<file path="src/seq_consts.svh">
// Notes on behaviour
// - supply plug-in resets every setting to default
// - new settings apply at next enable rise
// - six preset orderings chosen by strap pin
// - strap sampled once at plug-in only
// - default orders come from fixed factory constants
// - host writes per-channel order fields in registers
// - 3-bit code is position; 000 disables channel
// - on-delay register bits 7:6 set on gap
// - off-delay register bits 7:6 set off gap
// - power-down runs in reverse power-up order
// - fault turns all channels off at once
`ifndef SEQ_CONSTS_SVH
`define SEQ_CONSTS_SVH

// register offsets on the plain register port
`define ON_DELAY_ORDER_OFS 8'h01
`define OFF_DELAY_ORDER_OFS 8'h02
`define SEQ_STATUS_OFS 8'h03
`define STRAP_SEL_OFS 8'h04

// field positions inside the two order registers
`define TD_MSB 7
`define TD_LSB 6
`define CODE_HI_MSB 5
`define CODE_HI_LSB 3
`define CODE_LO_MSB 2
`define CODE_LO_LSB 0

// order presets packed {ldo4, buck3, buck2, load_switch}, 3 bits each
`define PRESET_SEQ0 12'h8CA
`define PRESET_SEQ1 12'h4E1
`define PRESET_SEQ2 12'h29C
`define PRESET_SEQ3 12'h88B
`define PRESET_SEQ4 12'h68C
`define PRESET_SEQ5 12'h711
`define PRESET_COUNT 3'h6

// delay field reset value
`define TD_RESET 2'h0

// timing: clock period, smallest nonzero gap step, strap settling
`define CLK_PERIOD_NS 10
`define TD_STEP_US 500
`define STRAP_SETTLE_CYC 3'h4

`endif

</file>
<file path="src/seq_pkg.sv">
package seq_pkg;

  // sequencer states, one-hot
  typedef enum logic [7:0] {
    ST_DETECT = 8'h01,
    ST_OFF = 8'h02,
    ST_UP_WAIT = 8'h04,
    ST_UP_GAP = 8'h08,
    ST_ON = 8'h10,
    ST_DN_WAIT = 8'h20,
    ST_DN_GAP = 8'h40,
    ST_FAULT = 8'h80
  } seq_state_t;

  // packed order codes of the four sequenced channels
  typedef logic [11:0] order_codes_t;

endpackage

</file>
<file path="src/pmic_power_order_sequencer.sv">
`timescale 1ns/10ps
`include "seq_consts.svh"
module pmic_power_order_sequencer
  import seq_pkg::*;
#(
  parameter int STEP_CYCLES = `TD_STEP_US * 1000 / `CLK_PERIOD_NS, // cycles per 0.5 ms gap step
  parameter int TW = 20 // gap counter width, holds four steps
) (
  input wire logic clk,
  input wire logic rst,
  input wire logic en_pin,
  input wire logic [2:0] order_strap_pin,
  input wire logic fault_in,
  input wire logic [3:0] ch_good,
  input wire logic [3:0] ch_discharged,
  input wire logic [7:0] reg_addr,
  input wire logic [7:0] reg_wdata,
  input wire logic reg_wr,
  input wire logic reg_rd,
  output logic [7:0] reg_rdata,
  output logic [3:0] ch_enable,
  output logic seq_busy
);

  ////////////////////////////////////////////////////////////////////////////
  // helpers

  // channels whose order code equals the given position; 000 never matches
  function automatic logic [3:0] chan_mask(input order_codes_t codes, input logic [2:0] pos);
    logic [3:0] m;
    m = 4'h0;
    for (int i = 0; i < 4; i++) begin
      m[i] = (pos != 3'h0) && (codes[3*i +: 3] == pos);
    end
    return m;
  endfunction

  // gap length in cycles from a 2-bit delay field: 0, 0.5, 1, 2 ms
  function automatic logic [TW-1:0] td_cycles(input logic [1:0] td);
    logic [TW-1:0] step;
    step = TW'(STEP_CYCLES);
    unique case (td)
      2'h0: return '0;
      2'h1: return step;
      2'h2: return step << 1;
      2'h3: return step << 2;
    endcase
  endfunction

  ////////////////////////////////////////////////////////////////////////////
  // input synchronisers: enable, strap, fault and rail status pins pass two flops first; the register port is not synchronised

  logic [12:0] pin_meta_r; // first stage, read only by the second stage
  logic [12:0] pin_sync_r; // second stage, safe for logic

  always_ff @(posedge clk) begin
    if (rst) begin
      pin_meta_r <= '0;
      pin_sync_r <= '0;
    end else begin
      pin_meta_r <= {ch_discharged, ch_good, fault_in, order_strap_pin, en_pin};
      pin_sync_r <= pin_meta_r;
    end
  end

  wire en_s = pin_sync_r[0]; // enable level
  wire [2:0] strap_s = pin_sync_r[3:1]; // sensed strap level code
  wire fault_s = pin_sync_r[4]; // protection fault
  wire [3:0] good_s = pin_sync_r[8:5]; // soft-start finished per channel
  wire [3:0] dis_s = pin_sync_r[12:9]; // discharge finished per channel

  ////////////////////////////////////////////////////////////////////////////
  // strap capture and preset lookup

  seq_state_t state_r, state_nxt; // sequencer state, declared here because the strap capture reads it
  logic [2:0] settle_r; // cycles since reset, lets the synchroniser fill
  logic [2:0] strap_sel_r; // captured preset number, frozen until next reset
  wire strap_take = (settle_r == `STRAP_SETTLE_CYC);

  // out-of-range strap codes fall back to the factory preset
  wire [2:0] strap_idx = (strap_s < `PRESET_COUNT) ? strap_s : 3'h0;
  wire order_codes_t preset_codes =
    (strap_idx == 3'h1) ? `PRESET_SEQ1 :
    (strap_idx == 3'h2) ? `PRESET_SEQ2 :
    (strap_idx == 3'h3) ? `PRESET_SEQ3 :
    (strap_idx == 3'h4) ? `PRESET_SEQ4 :
    (strap_idx == 3'h5) ? `PRESET_SEQ5 : `PRESET_SEQ0;

  // capture once after reset; later strap changes are never looked at
  always_ff @(posedge clk) begin
    if (rst) begin
      settle_r <= 3'h0;
      strap_sel_r <= 3'h0;
    end else if (settle_r != `STRAP_SETTLE_CYC) begin
      settle_r <= settle_r + 3'h1;
    end else if (strap_take && (settle_r == `STRAP_SETTLE_CYC) && (state_r == ST_DETECT)) begin
      strap_sel_r <= strap_idx;
    end
  end

  ////////////////////////////////////////////////////////////////////////////
  // host settings registers

  logic [7:0] on_reg_r; // {on gap, buck2_order_code, switch_order_code}
  logic [7:0] off_reg_r; // {off gap, ldo4 code, buck3_order_code}
  wire wr_on = reg_wr && (reg_addr == `ON_DELAY_ORDER_OFS);
  wire wr_off = reg_wr && (reg_addr == `OFF_DELAY_ORDER_OFS);
  wire preset_load = strap_take && (state_r == ST_DETECT);

  // reset gives the factory preset; the strap preset replaces it once
  always_ff @(posedge clk) begin
    if (rst) begin
      on_reg_r <= {`TD_RESET, 6'(`PRESET_SEQ0)};
      off_reg_r <= {`TD_RESET, 6'(`PRESET_SEQ0 >> 6)};
    end else if (preset_load) begin
      on_reg_r <= {`TD_RESET, preset_codes[5:0]};
      off_reg_r <= {`TD_RESET, preset_codes[11:6]};
    end else begin
      if (wr_on) begin
        on_reg_r <= reg_wdata;
      end
      if (wr_off) begin
        off_reg_r <= reg_wdata;
      end
    end
  end

  ////////////////////////////////////////////////////////////////////////////
  // sequencer

  order_codes_t work_codes_r, work_codes_nxt; // orders frozen at enable rise
  logic [1:0] on_td_r, on_td_nxt; // on gap frozen at enable rise
  logic [1:0] off_td_r, off_td_nxt; // off gap frozen at enable rise
  logic [2:0] step_r, step_nxt; // current position in the order
  logic [3:0] ch_en_r, ch_en_nxt; // channel enables
  logic gap_start; // launch the gap timer
  logic [TW-1:0] gap_load; // gap length for the launch
  logic gap_done; // gap elapsed

  wire order_codes_t reg_codes = {off_reg_r[`CODE_HI_MSB:`CODE_LO_LSB], on_reg_r[`CODE_HI_MSB:`CODE_LO_LSB]};
  wire [3:0] cur_mask = chan_mask(work_codes_r, step_r);
  wire [3:0] next_mask = chan_mask(work_codes_r, step_r + 3'h1);
  wire [3:0] first_mask = chan_mask(reg_codes, 3'h1);
  wire [3:0] prev_mask = chan_mask(work_codes_r, step_r - 3'h1);
  wire step_good = ((good_s & cur_mask) == cur_mask);
  wire step_discharged = ((dis_s & cur_mask) == cur_mask);

  // gap counter shared by both directions
  gap_timer #(.W(TW)) u_gap (
    .clk(clk),
    .rst(rst),
    .start(gap_start),
    .load(gap_load),
    .done(gap_done)
  );

  // next-state logic
  always_comb begin
    state_nxt = state_r;
    work_codes_nxt = work_codes_r;
    on_td_nxt = on_td_r;
    off_td_nxt = off_td_r;
    step_nxt = step_r;
    ch_en_nxt = ch_en_r;
    gap_start = 1'b0;
    gap_load = '0;
    if (fault_s && (state_r != ST_DETECT)) begin
      // no ordered walk-down: everything drops in one cycle
      ch_en_nxt = 4'h0;
      state_nxt = ST_FAULT;
    end else begin
      unique case (state_r)
        ST_DETECT: begin
          if (preset_load) begin
            state_nxt = ST_OFF;
          end
        end
        ST_OFF: begin
          if (en_s) begin
            // host edits made until now are taken here, not mid-sequence
            work_codes_nxt = reg_codes;
            on_td_nxt = on_reg_r[`TD_MSB:`TD_LSB];
            off_td_nxt = off_reg_r[`TD_MSB:`TD_LSB];
            step_nxt = (first_mask == 4'h0) ? 3'h0 : 3'h1;
            ch_en_nxt = first_mask;
            state_nxt = (first_mask == 4'h0) ? ST_ON : ST_UP_WAIT;
          end
        end
        ST_UP_WAIT: begin
          if (!en_s) begin
            ch_en_nxt = ch_en_r & ~cur_mask;
            state_nxt = ST_DN_WAIT;
          end else if (step_good) begin
            gap_start = 1'b1;
            gap_load = td_cycles(on_td_r);
            state_nxt = ST_UP_GAP;
          end
        end
        ST_UP_GAP: begin
          if (!en_s) begin
            ch_en_nxt = ch_en_r & ~cur_mask;
            state_nxt = ST_DN_WAIT;
          end else if (gap_done) begin
            // a missing next code ends the walk-up; codes rely on host order
            if ((next_mask == 4'h0) || (step_r == 3'h7)) begin
              state_nxt = ST_ON;
            end else begin
              step_nxt = step_r + 3'h1;
              ch_en_nxt = ch_en_r | next_mask;
              state_nxt = ST_UP_WAIT;
            end
          end
        end
        ST_ON: begin
          if (!en_s) begin
            // last channel on is the first one off
            ch_en_nxt = ch_en_r & ~cur_mask;
            state_nxt = (step_r == 3'h0) ? ST_OFF : ST_DN_WAIT;
          end
        end
        ST_DN_WAIT: begin
          if (step_discharged) begin
            gap_start = 1'b1;
            gap_load = td_cycles(off_td_r);
            state_nxt = ST_DN_GAP;
          end
        end
        ST_DN_GAP: begin
          if (gap_done) begin
            if (step_r <= 3'h1) begin
              step_nxt = 3'h0;
              state_nxt = ST_OFF;
            end else begin
              step_nxt = step_r - 3'h1;
              ch_en_nxt = ch_en_r & ~prev_mask;
              state_nxt = ST_DN_WAIT;
            end
          end
        end
        ST_FAULT: begin
          // stay latched off until the host drops enable
          if (!en_s) begin
            state_nxt = ST_OFF;
          end
        end
      endcase
    end
  end

  // state registers
  always_ff @(posedge clk) begin
    if (rst) begin
      state_r <= ST_DETECT;
      work_codes_r <= '0;
      on_td_r <= `TD_RESET;
      off_td_r <= `TD_RESET;
      step_r <= 3'h0;
      ch_en_r <= 4'h0;
    end else begin
      state_r <= state_nxt;
      work_codes_r <= work_codes_nxt;
      on_td_r <= on_td_nxt;
      off_td_r <= off_td_nxt;
      step_r <= step_nxt;
      ch_en_r <= ch_en_nxt;
    end
  end

  ////////////////////////////////////////////////////////////////////////////
  // register read port: data stands one cycle after the read strobe

  wire seq_moving = (state_r == ST_UP_WAIT) || (state_r == ST_UP_GAP) ||
                    (state_r == ST_DN_WAIT) || (state_r == ST_DN_GAP);
  wire [7:0] status_word = {state_r == ST_FAULT, state_r == ST_ON, seq_moving, 1'b0, ch_en_r};
  wire [7:0] rd_mux =
    (reg_addr == `ON_DELAY_ORDER_OFS) ? on_reg_r :
    (reg_addr == `OFF_DELAY_ORDER_OFS) ? off_reg_r :
    (reg_addr == `SEQ_STATUS_OFS) ? status_word :
    (reg_addr == `STRAP_SEL_OFS) ? {5'h00, strap_sel_r} : 8'h00; // unmapped reads zero

  // read data register; it holds zero outside the answer cycle
  always_ff @(posedge clk) begin
    if (rst) begin
      reg_rdata <= 8'h00;
    end else begin
      reg_rdata <= reg_rd ? rd_mux : 8'h00;
    end
  end

  assign ch_enable = ch_en_r;
  assign seq_busy = seq_moving;

endmodule

</file>
<file path="src/gap_timer.sv">
`timescale 1ns/10ps
// one-shot down counter; a load of zero finishes on the next cycle
module gap_timer #(
  parameter int W = 20
) (
  input wire logic clk,
  input wire logic rst,
  input wire logic start,
  input wire logic [W-1:0] load,
  output logic done
);

  logic [W-1:0] cnt_r; // cycles still to wait
  logic run_r; // timer armed

  // done is a one-cycle pulse when the armed count reaches zero
  assign done = run_r && (cnt_r == '0);

  // load on start, then count down to zero
  always_ff @(posedge clk) begin
    if (rst) begin
      cnt_r <= '0;
      run_r <= 1'b0;
    end else if (start) begin
      cnt_r <= load;
      run_r <= 1'b1;
    end else if (done) begin
      run_r <= 1'b0;
    end else if (run_r) begin
      cnt_r <= cnt_r - 1'b1;
    end
  end

endmodule

</file>
<file path="config.mk">
export PLATFORM = sky130hd
export DESIGN_NAME = pmic_power_order_sequencer
export DESIGN_NICKNAME = d
export VERILOG_FILES = /design/src/seq_pkg.sv /design/src/pmic_power_order_sequencer.sv /design/src/gap_timer.sv
export VERILOG_INCLUDE_DIRS = /design/src /design/src/src
export SDC_FILE = /design/constraint.sdc
export NUM_CORES = 1
export LEC_CHECK = 0
export ABC_AREA = 1
export BUFFER_PORTS_ARGS = -buffer_cell sky130_fd_sc_hd__buf_2
export CORE_AREA = 2 2 120 122
export CTS_BUF_LIST = sky130_fd_sc_hd__clkbuf_8
export DETAILED_ROUTE_END_ITERATION = 10
export DIE_AREA = 0 0 122 124
export GPL_ROUTABILITY_DRIVEN = 0
export PLACE_DENSITY = 0.63
export SETUP_SLACK_MARGIN = 0.02
export SYNTH_ARGS = -nofsm -noshare
export SYNTH_HDL_FRONTEND = slang
export SYNTH_SLANG_ARGS = --single-unit
</file>
<file path="constraint.sdc">
create_clock -name clk -period 5.25 [get_ports clk]
set_clock_uncertainty 0.05 [all_clocks]
set_input_delay 0.2625 -clock clk [delete_from_list [all_inputs] [get_ports clk]]
set_output_delay 0.2625 -clock clk [all_outputs]
set_load 0.01 [all_outputs]
</file>
==> impl_metrics.json <==
{
  "synth_area_leaders": "dfxtp_1 35%, nand2_1 12%, nor2_1 8.8%",
  "worstPathRequired_ps": 5540,
  "insertion_delay_ps": 400,
  "grt_pass1_vias": 5304,
  "synth_edf_count": 0,
  "hold_viol_final": 0,
  "fp.dieH_um": 124,
  "wl_per_cell_um": 13.9,
  "clkTransAtPathRegs_ps": 100,
  "leakage_nw": 3.24,
  "wl_um": 15900,
  "antenna_found_initial": 0,
  "dr.pass1.iters": 5,
  "grt-ovfl-total": 0,
  "rows": 43,
  "ys_seq_area_share_pct": 35.5,
  "fmaxAchievable_mhz": 370,
  "vias": 5741,
  "num_io_pins": 46,
  "syn_inst": 912,
  "grt_setup_unrepaired": "no",
  "path_class": "reg -> reg",
  "ys_types": 45,
  "ys_seq_elements": 108,
  "dieWidth_um": 122,
  "place_ws_ps": 2530,
  "vias_per_cell": 5.02,
  "postPlaceCellArea_um2": 6440,
  "hold_class": "in -> reg",
  "async_flop_share_pct": 0,
  "setup.worst_path.start_class": "register",
  "p_comb_share_pct": 40.2,
  "first_iter_violations": 439,
  "crit_fanout": 23,
  "worst_slack_ps": 2550,
  "synth_common_cells": "200 x nand2_1, 143 x nor2_1, 119 x inv_1",
  "clockBufferDepth": 2,
  "outcome": "complete, no violations",
  "initial_core_util_pct": 44.4,
  "syn2layout_area_growth_pct": 10.4,
  "drv_cap": 0,
  "swShare_pct": 41.4,
  "final_antenna_net_count": 0,
  "p_int_mw": 1.42,
  "die-area_um2": 15100,
  "setup_viol": 0,
  "clockPowerShare_pct": 19.7,
  "p_per_area_nw_per_um2": 360,
  "seqPwrFrac_pct": 40.1,
  "p_switching_mw": 1.00,
  "cts_tree": "yes",
  "post-route-period-util_pct": 51.5,
  "relSlewSlack_pct": 35.8,
  "fin_crit_ps": 2700,
  "final-max-slew-violation-count": 0,
  "cts_made_buffers": 9,
  "ys.flop_type": "dfxtp_1",
  "yosysTopAreaCellShare_pct": 35.5,
  "design_area_um2": 6730,
  "cp-end-kind": "register",
  "grt_usage_pct": 22.2,
  "grt_pass1_wl_um": 26100,
  "cts_sinks": 108,
  "syn_area_um2": 6090,
  "ir_drop_mv": 0.132,
  "cts_setup_buffers": 0,
  "diodes": 0,
  "max_slew.worst_pin.slew_ps": 960,
  "finalNetCount": 1017,
  "yosysMostFrequentCell": "nand2_1",
  "dpl.hpwl_um": 12000,
  "yosys_warnings": 0,
  "synth_top_area_cell": "dfxtp_1",
  "htreeDepth": 3,
  "drc_errors": 0,
  "grt_max_degree": 42,
  "clock-root-buffer": "clkbuf_8",
  "drive_above_1_share_pct": 10.2,
  "core_area_um2": 13700,
  "cp_data_arrival_time_ps": 3000,
  "io_buffers": 45,
  "whs_ps": 33.3,
  "syn_avg_cell_area_um2": 6.68,
  "synth_nets": 970,
  "tns_ps": 0
}
timing repair:
item / 4_1_cts / 5_1_grt
hold endpoints to repair: 12 / 0
resized for setup: 0 / 0
hold buffers: 12 / 0
through the flow:
| step | power, mW | instances | util [%] |
|---|---|---|---|
| final | 2.42 | 1143 | 49.0 |
| after detailed placement | 1.94 | 1116 | 46.9 |
| after global placement | 1.94 | 1116 | 46.9 |
| after global routing | 2.62 | 1143 | 49.0 |
| after floorplan | 1.72 | 912 | - |
| after CTS | 2.43 | 1143 | 49.0 |
layer usage:
layer  part of all wire (%)  up-vias  GRT usage (%)
met5                      0        -              0
li1                       -     2987              -
met2                     46      174           36.6
met3                    7.0       23           5.63
met4                    2.1        0           7.40
met1                     45     2557           28.4
sequential cells by signal, summed over array words and instances (netlist names):
| register | cells |
|---|---|
| settle_r | 3 |
| ch_enable | 4 |
| u_gap.cnt_r | 20 |
| off_reg_r | 8 |
| step_r | 3 |
| pin_meta_r | 13 |
| on_td_r | 2 |
| off_td_r | 2 |
| work_codes_r | 12 |
| pin_sync_r | 13 |
| state_r | 8 |
| on_reg_r | 8 |
| u_gap.run_r | 1 |
| reg_rdata | 8 |
| strap_sel_r | 3 |
worst paths after layout:
path / slack (ps) / cells after the start / from / endpoint
worst max-delay path: 2550 / 10 / u_gap.cnt_r[0]$_SDFFE_PP0P_ / u_gap.cnt_r[15]$_SDFFE_PP0P_
worst max register to register: 2550 / 10 / u_gap.cnt_r[0]$_SDFFE_PP0P_ / u_gap.cnt_r[15]$_SDFFE_PP0P_
worst min register to register: 360 / 2 / pin_meta_r[2]$_SDFF_PP0_ / pin_sync_r[2]$_SDFF_PP0_
worst min-delay path: 30 / 3 / fault_in / pin_meta_r[4]$_SDFF_PP0_
final cells by class:
| cell class | instances | area, um2 |
|---|---|---|
| clock buffers | 9 | 124 |
| clock inverters | 6 | 47.5 |
| fillers | 1425 | 6990 |
| inverters | 130 | 490 |
| multi-input cells | 651 | 3320 |
| flip-flops and latches | 108 | 2160 |
| well taps | 180 | 225 |
| repair buffers | 59 | 360 |
power by group through the flow:
stage / sequential (mW) / clock [mW] / combinational (mW)
after floorplan: 0.981 / 0 / 0.741
after global placement: 0.988 / 0 / 0.950
after detailed placement: 0.990 / 0 / 0.951
after CTS: 0.971 / 0.497 / 0.964
after global routing: 0.982 / 0.524 / 1.12
final: 0.971 / 0.477 / 0.973
cells in the final DEF (no fill, tap or decap), types with 2 or more instances in the layout:
| cell type | Yosys | final |
|---|---|---|
| clkinv_1 | 2 | 2 |
| nor2_1 | 143 | 143 |
| xor2_1 | 18 | 18 |
| inv_1 | 119 | 119 |
| nand2_4 | 2 | 2 |
| o22ai_1 | 6 | 6 |
| nor3_2 | 3 | 3 |
| inv_6 | 0 | 3 |
| a41oi_1 | 2 | 2 |
| nor2_2 | 5 | 5 |
| nand3_1 | 58 | 58 |
| nand2_2 | 6 | 6 |
| buf_4 | 2 | 2 |
| nor2_4 | 4 | 4 |
| inv_2 | 8 | 8 |
| or2_2 | 3 | 3 |
| ha_1 | 25 | 25 |
| dfxtp_1 | 108 | 108 |
| a21oi_1 | 52 | 52 |
| o21ai_1 | 5 | 5 |
| nand4_1 | 10 | 10 |
| clkbuf_8 | 0 | 9 |
| xnor2_1 | 10 | 10 |
| nand2_1 | 200 | 200 |
| a31oi_1 | 3 | 3 |
| dlygate4sd3_1 | 0 | 12 |
| nand3b_1 | 10 | 10 |
| o211ai_1 | 3 | 3 |
| o21ai_0 | 57 | 57 |
| buf_2 | 4 | 45 |
| nor3_1 | 12 | 12 |
| o2111ai_1 | 2 | 2 |
cell families (layout without fill, tap and decap cells):
kind of cell	count (synthesis)	in the layout	synth area share (%)
compound gates	136	136	12.2
xor+xnor	28	28	4.02
fa+ha+maj	25	25	5.13
buf+inv	153	204	10.0
flops	108	108	35.5
simple gates	462	462	33.2
critical path: stages, from the launching register on:
cell,delay (ps)
dfxtp_1,340
inv_1,100
ha_1,150
inv_1,40
nor3_1,230
nand3_1,100
nand2_1,570
clkinv_1,480
a21oi_4,410
nor2_1,100
nor2_1,80
No activity file was read; power rests on OpenSTA's default activity.
